File: config.mk
export PLATFORM = sky130hd
export DESIGN_NAME = jtp_tap_pins
export DESIGN_NICKNAME = d
export VERILOG_FILES = /design/src/jtp_pkg.sv /design/src/jtp_tap_pins.sv
export SDC_FILE = /design/constraint.sdc
export NUM_CORES = 1
export LEC_CHECK = 0
export ABC_AREA = 1
export ABC_CLOCK_PERIOD_IN_PS = 2820
export BUFFER_PORTS_ARGS = -buffer_cell sky130_fd_sc_hd__buf_2
export CORE_UTILIZATION = 40
export DETAILED_ROUTE_END_ITERATION = 10
export GPL_ROUTABILITY_DRIVEN = 1
export PLACE_DENSITY = 0.66
export SLEW_MARGIN = 20
export SYNTH_ARGS = -nofsm -noshare
export SYNTH_HDL_FRONTEND = slang
export SYNTH_SLANG_ARGS = --single-unit
File: constraint.sdc
create_clock -name sys_clk -period 2.82 [get_ports sys_clk]
set_input_delay 0.846 -clock sys_clk [delete_from_list [all_inputs] [get_ports sys_clk]]
set_output_delay 0.846 -clock sys_clk [all_outputs]
set_load 0.01 [all_outputs]
File: src/jtp_pkg.sv
// Package for the test access port pin block: TAP states, instruction codes,
// reset values and register widths.
// Assumes a single system clock that samples every test-port pin.
package jtp_pkg;

	// Sixteen controller states, one-hot
	typedef enum logic [15:0] {
		ST_TLR     = 16'h0001, // Test-Logic-Reset
		ST_RTI     = 16'h0002, // Run-Test/Idle
		ST_SEL_DR  = 16'h0004, // Select-DR-Scan
		ST_CAP_DR  = 16'h0008, // Capture-DR
		ST_SHF_DR  = 16'h0010, // Shift-DR
		ST_EX1_DR  = 16'h0020, // Exit1-DR
		ST_PAU_DR  = 16'h0040, // Pause-DR
		ST_EX2_DR  = 16'h0080, // Exit2-DR
		ST_UPD_DR  = 16'h0100, // Update-DR
		ST_SEL_IR  = 16'h0200, // Select-IR-Scan
		ST_CAP_IR  = 16'h0400, // Capture-IR
		ST_SHF_IR  = 16'h0800, // Shift-IR
		ST_EX1_IR  = 16'h1000, // Exit1-IR
		ST_PAU_IR  = 16'h2000, // Pause-IR
		ST_EX2_IR  = 16'h4000, // Exit2-IR
		ST_UPD_IR  = 16'h8000  // Update-IR
	} jtp_state_t;

	localparam int          IR_W        = 4;       // Instruction register width
	localparam int          ID_W        = 32;      // Identification register width
	localparam logic [3:0]  OP_BYPASS   = 4'hF;    // All ones selects bypass
	localparam logic [3:0]  OP_IDCODE   = 4'h2;    // Arbitrary code for identification
	localparam logic [3:0]  IR_CAPTURE  = 4'h1;    // Fixed pattern loaded in Capture-IR
	localparam logic [31:0] IDCODE_VAL  = 32'h1234_5001; // Arbitrary value, not a real part
	localparam logic [2:0]  TLR_ONES    = 3'h5;    // High mode-select samples forcing reset
	localparam logic        TDO_RST     = 1'h0;    // Output data value after reset
	localparam logic        PULL_ON     = 1'h1;    // Pull enabled after reset
endpackage

File: src/jtp_tap_pins.sv
// Test access port behind the test pins: synchronises the test clock and
// inputs, runs the controller, shifts instruction and data, drives test out.
// Assumes sys_clk is well above twice the test clock rate (20 MHz vs 2.5 MHz).
// Assumes test reset is driven low at power-up; chip reset leaves the controller alone.
`timescale 1ns/1ns

// Summary of operation
// - Test clock edges time the controller and shift logic; pulled low
// - Mode select sampled on test clock rise
// - Data input sampled on test clock rise
// - Data output driven only in shift states
// - Data output changes on falling edge or chip reset only
// - Low test reset resets controller, clock-free
// - Pull disable bit removes input pull-ups
module jtp_tap_pins (
	input  wire logic             sys_clk,       // System clock, 20 MHz
	input  wire logic             rst,           // Synchronous reset, active high
	input  wire logic             tck,           // Test clock pin
	input  wire logic             tms,           // Mode select pin
	input  wire logic             tdi,           // Test data in pin
	input  wire logic             trst_n,        // Test reset pin, active low
	input  wire logic             jtag_pull_dis, // Pull disable bit of system_pullup_disable_reg
	output logic                  tdo,           // Test data out value
	output logic                  tdo_oe,        // Test data out enable, high drives pin
	output logic                  tck_pd_en,     // Test clock pull-down enable
	output logic                  tms_pu_en,     // Mode select pull-up enable
	output logic                  tdi_pu_en,     // Data in pull-up enable
	output logic                  trst_pu_en,    // Test reset pull-up enable
	output jtp_pkg::jtp_state_t   tap_state,     // Current controller state
	output logic [jtp_pkg::IR_W-1:0] instr       // Active instruction
);

	// Two-stage synchronisers for all pins; third tck stage feeds edge detect
	logic [1:0] tck_sy;    // Test clock sync chain
	logic       tck_d;     // Delayed synced clock, edge reference
	logic [1:0] tms_sy;    // Mode select sync chain
	logic [1:0] tdi_sy;    // Data in sync chain
	logic [1:0] trst_sy;   // Test reset sync chain
	logic       tck_rise;  // One-cycle pulse on test clock rise
	logic       tck_fall;  // One-cycle pulse on test clock fall
	logic       tms_s;     // Synced mode select
	logic       tdi_s;     // Synced data in
	logic       trst_s_n;  // Synced test reset, active low

	// Sync flops; first stage read only by second
	// No chip reset here: clearing the chain mid-run would fake a clock edge
	always_ff @(posedge sys_clk) begin
		tck_sy  <= {tck_sy[0], tck};
		tck_d   <= tck_sy[1];
		tms_sy  <= {tms_sy[0], tms};
		tdi_sy  <= {tdi_sy[0], tdi};
		trst_sy <= {trst_sy[0], trst_n};
	end

	assign tck_rise = tck_sy[1] & ~tck_d;
	assign tck_fall = ~tck_sy[1] & tck_d;
	assign tms_s    = tms_sy[1];
	assign tdi_s    = tdi_sy[1];
	assign trst_s_n = trst_sy[1];

	// Controller and shift state
	jtp_pkg::jtp_state_t      state_reg, state_next;     // Controller state
	logic [jtp_pkg::IR_W-1:0] ir_sh_reg, ir_sh_next;     // Instruction shift stage
	logic [jtp_pkg::IR_W-1:0] ir_reg, ir_next;           // Active instruction
	logic [jtp_pkg::ID_W-1:0] id_sh_reg, id_sh_next;     // Identification shift stage
	logic                     byp_reg, byp_next;         // Bypass bit
	logic                     tdo_reg, tdo_next;         // Output data
	logic                     oe_reg, oe_next;           // Output enable
	logic                     pull_reg, pull_next;       // Input pull-ups on
	logic                     shifting;                  // In a shift state
	logic                     dr_bit;                    // Selected data register out

	// Next controller state on a test clock rise
	function automatic jtp_pkg::jtp_state_t tap_step(jtp_pkg::jtp_state_t s, logic m);
		unique case (s)
			jtp_pkg::ST_TLR:    tap_step = m ? jtp_pkg::ST_TLR    : jtp_pkg::ST_RTI;
			jtp_pkg::ST_RTI:    tap_step = m ? jtp_pkg::ST_SEL_DR : jtp_pkg::ST_RTI;
			jtp_pkg::ST_SEL_DR: tap_step = m ? jtp_pkg::ST_SEL_IR : jtp_pkg::ST_CAP_DR;
			jtp_pkg::ST_CAP_DR: tap_step = m ? jtp_pkg::ST_EX1_DR : jtp_pkg::ST_SHF_DR;
			jtp_pkg::ST_SHF_DR: tap_step = m ? jtp_pkg::ST_EX1_DR : jtp_pkg::ST_SHF_DR;
			jtp_pkg::ST_EX1_DR: tap_step = m ? jtp_pkg::ST_UPD_DR : jtp_pkg::ST_PAU_DR;
			jtp_pkg::ST_PAU_DR: tap_step = m ? jtp_pkg::ST_EX2_DR : jtp_pkg::ST_PAU_DR;
			jtp_pkg::ST_EX2_DR: tap_step = m ? jtp_pkg::ST_UPD_DR : jtp_pkg::ST_SHF_DR;
			jtp_pkg::ST_UPD_DR: tap_step = m ? jtp_pkg::ST_SEL_DR : jtp_pkg::ST_RTI;
			jtp_pkg::ST_SEL_IR: tap_step = m ? jtp_pkg::ST_TLR    : jtp_pkg::ST_CAP_IR;
			jtp_pkg::ST_CAP_IR: tap_step = m ? jtp_pkg::ST_EX1_IR : jtp_pkg::ST_SHF_IR;
			jtp_pkg::ST_SHF_IR: tap_step = m ? jtp_pkg::ST_EX1_IR : jtp_pkg::ST_SHF_IR;
			jtp_pkg::ST_EX1_IR: tap_step = m ? jtp_pkg::ST_UPD_IR : jtp_pkg::ST_PAU_IR;
			jtp_pkg::ST_PAU_IR: tap_step = m ? jtp_pkg::ST_EX2_IR : jtp_pkg::ST_PAU_IR;
			jtp_pkg::ST_EX2_IR: tap_step = m ? jtp_pkg::ST_UPD_IR : jtp_pkg::ST_SHF_IR;
			jtp_pkg::ST_UPD_IR: tap_step = m ? jtp_pkg::ST_SEL_DR : jtp_pkg::ST_RTI;
			default:            tap_step = jtp_pkg::ST_TLR; // Illegal code recovers
		endcase
	endfunction

	assign shifting = (state_reg == jtp_pkg::ST_SHF_IR) || (state_reg == jtp_pkg::ST_SHF_DR);
	assign dr_bit   = (ir_reg == jtp_pkg::OP_BYPASS) ? byp_reg : id_sh_reg[0];

	// Next values of controller, shift stages and pin drivers
	always_comb begin
		state_next = state_reg;
		ir_sh_next = ir_sh_reg;
		ir_next    = ir_reg;
		id_sh_next = id_sh_reg;
		byp_next   = byp_reg;
		tdo_next   = tdo_reg;
		oe_next    = oe_reg;
		pull_next  = ~jtag_pull_dis;
		if (!trst_s_n) begin
			// Test reset wins regardless of clock activity
			state_next = jtp_pkg::ST_TLR;
			ir_next    = jtp_pkg::OP_IDCODE;
			ir_sh_next = jtp_pkg::IR_CAPTURE;
			id_sh_next = jtp_pkg::IDCODE_VAL;
			byp_next   = 1'h0;
			oe_next    = 1'h0;
		end else if (tck_rise) begin
			// Register actions use the state before the step
			unique case (state_reg)
				jtp_pkg::ST_TLR: begin
					ir_next = jtp_pkg::OP_IDCODE;
				end
				jtp_pkg::ST_CAP_IR: begin
					ir_sh_next = jtp_pkg::IR_CAPTURE;
				end
				jtp_pkg::ST_SHF_IR: begin
					ir_sh_next = {tdi_s, ir_sh_reg[jtp_pkg::IR_W-1:1]};
				end
				jtp_pkg::ST_UPD_IR: begin
					ir_next = ir_sh_reg;
				end
				jtp_pkg::ST_CAP_DR: begin
					byp_next   = 1'h0;
					id_sh_next = jtp_pkg::IDCODE_VAL;
				end
				jtp_pkg::ST_SHF_DR: begin
					byp_next   = tdi_s;
					id_sh_next = {tdi_s, id_sh_reg[jtp_pkg::ID_W-1:1]};
				end
				default: begin
				end
			endcase
			state_next = tap_step(state_reg, tms_s);
		end else if (tck_fall) begin
			// Output moves half a cycle ahead of the host's rising sample
			oe_next  = shifting;
			tdo_next = (state_reg == jtp_pkg::ST_SHF_IR) ? ir_sh_reg[0] : dr_bit;
		end
	end

	// Registers only; the controller answers to test reset alone, so a chip
	// reset during debugging leaves it where it was
	always_ff @(posedge sys_clk) begin
		state_reg <= state_next;
		ir_sh_reg <= ir_sh_next;
		ir_reg    <= ir_next;
		id_sh_reg <= id_sh_next;
		byp_reg   <= byp_next;
		oe_reg    <= oe_next;
	end

	// Chip-side values: pulls and the output data bit start defined on chip reset
	always_ff @(posedge sys_clk) begin
		if (rst) begin
			tdo_reg  <= jtp_pkg::TDO_RST;
			pull_reg <= jtp_pkg::PULL_ON;
		end else begin
			tdo_reg  <= tdo_next;
			pull_reg <= pull_next;
		end
	end

	assign tdo        = tdo_reg;
	assign tdo_oe     = oe_reg;
	assign tck_pd_en  = 1'h1;
	assign tms_pu_en  = pull_reg;
	assign tdi_pu_en  = pull_reg;
	assign trst_pu_en = pull_reg;
	assign tap_state  = state_reg;
	assign instr      = ir_reg;

	// Helper: count consecutive high mode-select samples
	logic [2:0] ones_cnt;
	always_ff @(posedge sys_clk) begin
		if (!trst_s_n) begin
			ones_cnt <= 3'h0;
		end else if (tck_rise) begin
			ones_cnt <= !tms_s ? 3'h0 : (ones_cnt == jtp_pkg::TLR_ONES) ? ones_cnt : ones_cnt + 3'h1;
		end
	end
endmodule

After elaboration in Yosys (flattened, before gate mapping):

Index checks and enable logic that the tools add are counted.

* equal/unequal tests: 17
* order comparisons: 0
* div/mod/pow operators: 0
* reduce and logical (&&, ||, !) cells: 12
* shift operators: 0
* bitwise logic cells: 6
* add/sub/neg operators: 0
* multipliers: 0
* muxes and demuxes: 19

Operator list (number)
* $pmux W16 S12: 1
* $pmux W32 S2: 1
* $mux W16: 2
* $mux W9: 2
* $eq A16 B1 Y1 const B: 1
* $eq A16 B10 Y1 const B: 1
* $eq A16 B11 Y1 const B: 1
* $eq A16 B12 Y1 const B: 1
* $eq A16 B13 Y1 const B: 1
* $eq A16 B14 Y1 const B: 1
* $eq A16 B15 Y1 const B: 1
* $eq A16 B16 Y1 const B: 1
* $eq A16 B2 Y1 const B: 1
* $eq A16 B3 Y1 const B: 1
* $eq A16 B4 Y1 const B: 1
* $eq A16 B5 Y1 const B: 1
* $eq A16 B6 Y1 const B: 1
* $eq A16 B7 Y1 const B: 1
* $eq A16 B8 Y1 const B: 1
* $eq A16 B9 Y1 const B: 1
* $pmux W4 S2: 2
* $mux W15: 1
* $mux W13: 1
* $mux W11: 1
* other kinds (16): 27

* bits in latches: 0
* bits in read-only memories: 0
* register bits after elaboration: 69
* logic and storage cells: 67
* output and inout bits: 26
* bits in writable memories: 0
* memories: 0
* bits of input ports: 7

Logic depth before layout (Yosys ltp):

* depth after elaboration: 4
* gate-level depth with buffers: 10

Worst setup path after synthesis:

No wires, ideal clock.

* path type: register to register
* start point: reg state_reg[8] (netlist: tap_state[8])
* end point: reg id_sh_reg[12] (netlist bit)
* path slack: 1279 ps
* cell stages (with the launch flop): 10
* clock period less this slack: 1541 ps
* path buffers: 1
* library setup time: 134 ps
* arrival: 1408 ps
* path through: dfxtp_1 -> nor2_2 -> nand2_4 -> nor2_8 -> inv_4 -> a21oi_4 -> nand2_4 -> buf_6 -> nand2_1 -> nand3_1

* word-level cells in the longest chain between the ends: 3
* elaborated cells between the ends (all ways): 5

RTL lines
* start, declared: line jtp_tap_pins.sv:62 `jtp_pkg::jtp_state_t state_reg, state_next;`
* start signal, assigned: line jtp_tap_pins.sv:154 `state_reg <= state_next;`
* $eq A16 B5 Y1 or $eq A16 B4 Y1 (tied branches): line jtp_tap_pins.sv:119 `unique case (state_reg)`
* $reduce_bool A2 Y1 (no line)
* $reduce_and A2 Y1 (no line)
* end signal, assigned: line jtp_tap_pins.sv:157 `id_sh_reg <= id_sh_next;`
* end, declared: line jtp_tap_pins.sv:65 `logic [jtp_pkg::ID_W-1:0] id_sh_reg, id_sh_next;`

Several ways; a longest one is shown, not always the timed one.
A chain may end at the register's enable or synchronous reset.

Worst setup path after layout:

* start point: reg state_reg[11] (netlist: tap_state[11])
* end point: out tap_state[11]

RTL lines
* end, declared: line jtp_tap_pins.sv:29 `output jtp_pkg::jtp_state_t tap_state,`

No word-level cell between the ends.

==> out/qor.csv <==
stage;metric;value;unit
status;status;completed;
finish;final_common_cell;nand2_1;
critical_path;critical_path.top_delay_family;flip-flops;
die;rows;31;
sta;slew_headroom;0.599;
finish;final_cell_mix;98 x nand2_1, 68 x dfxtp_1, 47 x a21oi_1;
run;maxCapViolCount;0;
die;start_util;0.411;
sta;setup_viol_count_final;0;
logic_synthesis;synth_seq_cells;68;
placed_design;hpwl;4.22;mm
finish;fill_cells;752;
critical_path;required;1970;ps
routing;vias_per_cell;5.04;
logic_synthesis;synth_nets;397;
clock_tree;cts.htree.levels;3;
die;core;7210;um^2
routing;drcViolationCount;0;
routing;first_pass_iters;4;
finish;num_antenna_cells;0;
finish;layout-drive-gt1-share;0.175;
sta;fin_crit_sh;0.636;
clock_tree;postCtsHoldBufs;0;
sta;setup_ws;1030;ps
routing;via_count;2626;
power_and_ir_drop;power_density;577;nW/um^2
critical_path;end_kind;primary output;
clock_tree;worst_setup_hold_path_clk_slew;70;ps
routing;antenna_violating_nets_post_route;0;
clock_tree;cts-buffers-inserted;9;
critical_path;crit_type;reg -> out;
die;ios;33;
min_path;worstHoldPathCells;0;
power_and_ir_drop;leakagePower;1.38;nW
clock_tree;root_buffer;clkbuf_8;
logic_synthesis;synth_cells;390;
logic_synthesis;syn-cell-area;2960;um^2
placed_design;place_ws;1110;ps
sta;rsz0062_at_grt;no;
sta;skew;6.98;ps
clock_tree;clkLatencyLatePin;340;ps
critical_path;cp-start-kind;register;
die;dieArea;7750;um^2
routing;initialDrtViolationCount;151;
finish;synthToLayoutAreaGrowth;13.3;%
logic_synthesis;syn_avg_cell_area;7.59;um^2
clock_tree;cts_setup_buffers;0;
finish;largest_register_ffs;32;
power_and_ir_drop;ir_drop;0.297;mV
sta;tightest_slew;601;ps
die;die_w;88.0;um
critical_path;path_buf_inv;1;
finish;final_util;0.465;
die;die_h;88.0;um
finish;multi_input_area;1350;um^2
global_route;grt_first_pass_wirelength;10.4;mm
min_path;hold_class;reg -> reg;
sta;finalHoldViolCount;0;
clock_tree;cts_tree;done;
clock_tree;cts_max_path_buffers;2;
clock_tree;ctsResizeCount;0;
sta;slew_viol_final;0;
critical_path;crit_slowest_cell;dfxtp_1;
sta;fmax;0.558;GHz
critical_path;crit_arrival;950;ps
critical_path;rr_worst_depth;8;
global_route;grt-ovfl-total;0;
placed_design;place.port_buffers;31;
logic_synthesis;synth-seq-area-share;0.460;
logic_synthesis;synth_top_area_frac;0.460;
global_route;grt_usage;0.176;
critical_path;cp.depth;1;
logic_synthesis;yosys_warnings;0;
global_route;grt_pass1_vias;2190;
finish;final_nets;424;
critical_path;worst-path-max-fanout;6;
sta;min_period;1790;ps
global_route;grt_antenna_before_repair;0;
placed_design;globalplace.congestion;0.892;
critical_path;cpPeakStageDelay;430;ps
critical_path;cp_cell_sequence;buf_2;
sta;fin_tns_setup;0;ps
routing;wire_per_inst;12.1;um
clock_tree;cts_sinks;68;
logic_synthesis;yosysUniqueCellTypes;27;
global_route;grt_max_degree;35;
logic_synthesis;yosys.area.top_type;dfxtp_1;
finish;seq_area;1360;um^2
logic_synthesis;synth_area_leaders;dfxtp_1 46%, nand2_1 12%, a21oi_1 7.9%;
routing;wirelength;6.32;mm
==> cell type report <==
| type | count | share of cell area |
|---|---|---|
| inverter | 29 | 0.0332 |
| clock inverter | 4 | 0.0216 |
| multi-input combinational | 273 | 0.402 |
| sequential | 68 | 0.406 |
| tap | 99 | 0.0369 |
| clock buffer | 12 | 0.0433 |
| timing repair buffer | 36 | 0.0574 |
==> worst paths after layout <==
path	end	from	slack, ps
max	tap_state[11]	tap_state[11]$_SDFFE_PN0P_	1030
min	tms_sy[1]$_DFF_P_	tms_sy[0]$_DFF_P_	330
max reg2reg	ir_sh_reg[1]$_SDFFE_PN0P_	tap_state[2]$_SDFFE_PN0P_	1090
min reg2reg	tms_sy[1]$_DFF_P_	tms_sy[0]$_DFF_P_	330
==> cell usage after synthesis, drive strengths merged <==
cell type / count
conb: 1
nand2: 103
buf: 13
clkbuf: 7
a31oi: 1
nor2: 41
dfxtp: 68
nand4: 27
clkinv: 1
inv: 28
o21ai: 18
nand3: 24
nor3: 5
a21oi: 48
nor4: 1
o211ai: 4
==> through the flow <==
step | std cells | total power, mW | hold slack (ps) | cell area [um^2]
2_1_floorplan | 390 | 1.06 | 310 | 2960
3_3_place_gp | 505 | 1.08 | 311 | 3140
3_5_place_dp | 505 | 1.08 | 318 | 3140
4_1_cts | 521 | 1.96 | 330 | 3360
5_1_grt | 521 | 2.02 | 331 | 3360
6_report | 521 | 1.94 | 329 | 3360
==> where the power goes <==
group / internal [mW] / leakage, nW / switching [mW]
Clock: 0.521 / 0.107 / 0.358
Combinational: 0.0215 / 0.723 / 0.0557
Sequential: 0.972 / 0.552 / 0.00708
Total: 1.51 / 1.38 / 0.421
==> kinds of logic (layout without fill, tap and decap cells) <==
kind of cell,Yosys count,in the layout,synth area share
compound gates,71,71,0.128
buf+inv,49,81,0.0858
flops,68,68,0.460
other cells,1,1,0.00127
simple gates,201,201,0.326
==> metal layers <==
metal,up-vias,global-route usage,part of all wire
met5,-,0,0
met3,6,0.0547,0.047
met2,59,0.276,0.46
met4,0,0.0616,0.011
met1,1208,0.229,0.48
li1,1353,-,-
Note: power is estimated with default switching activity, not from simulation.
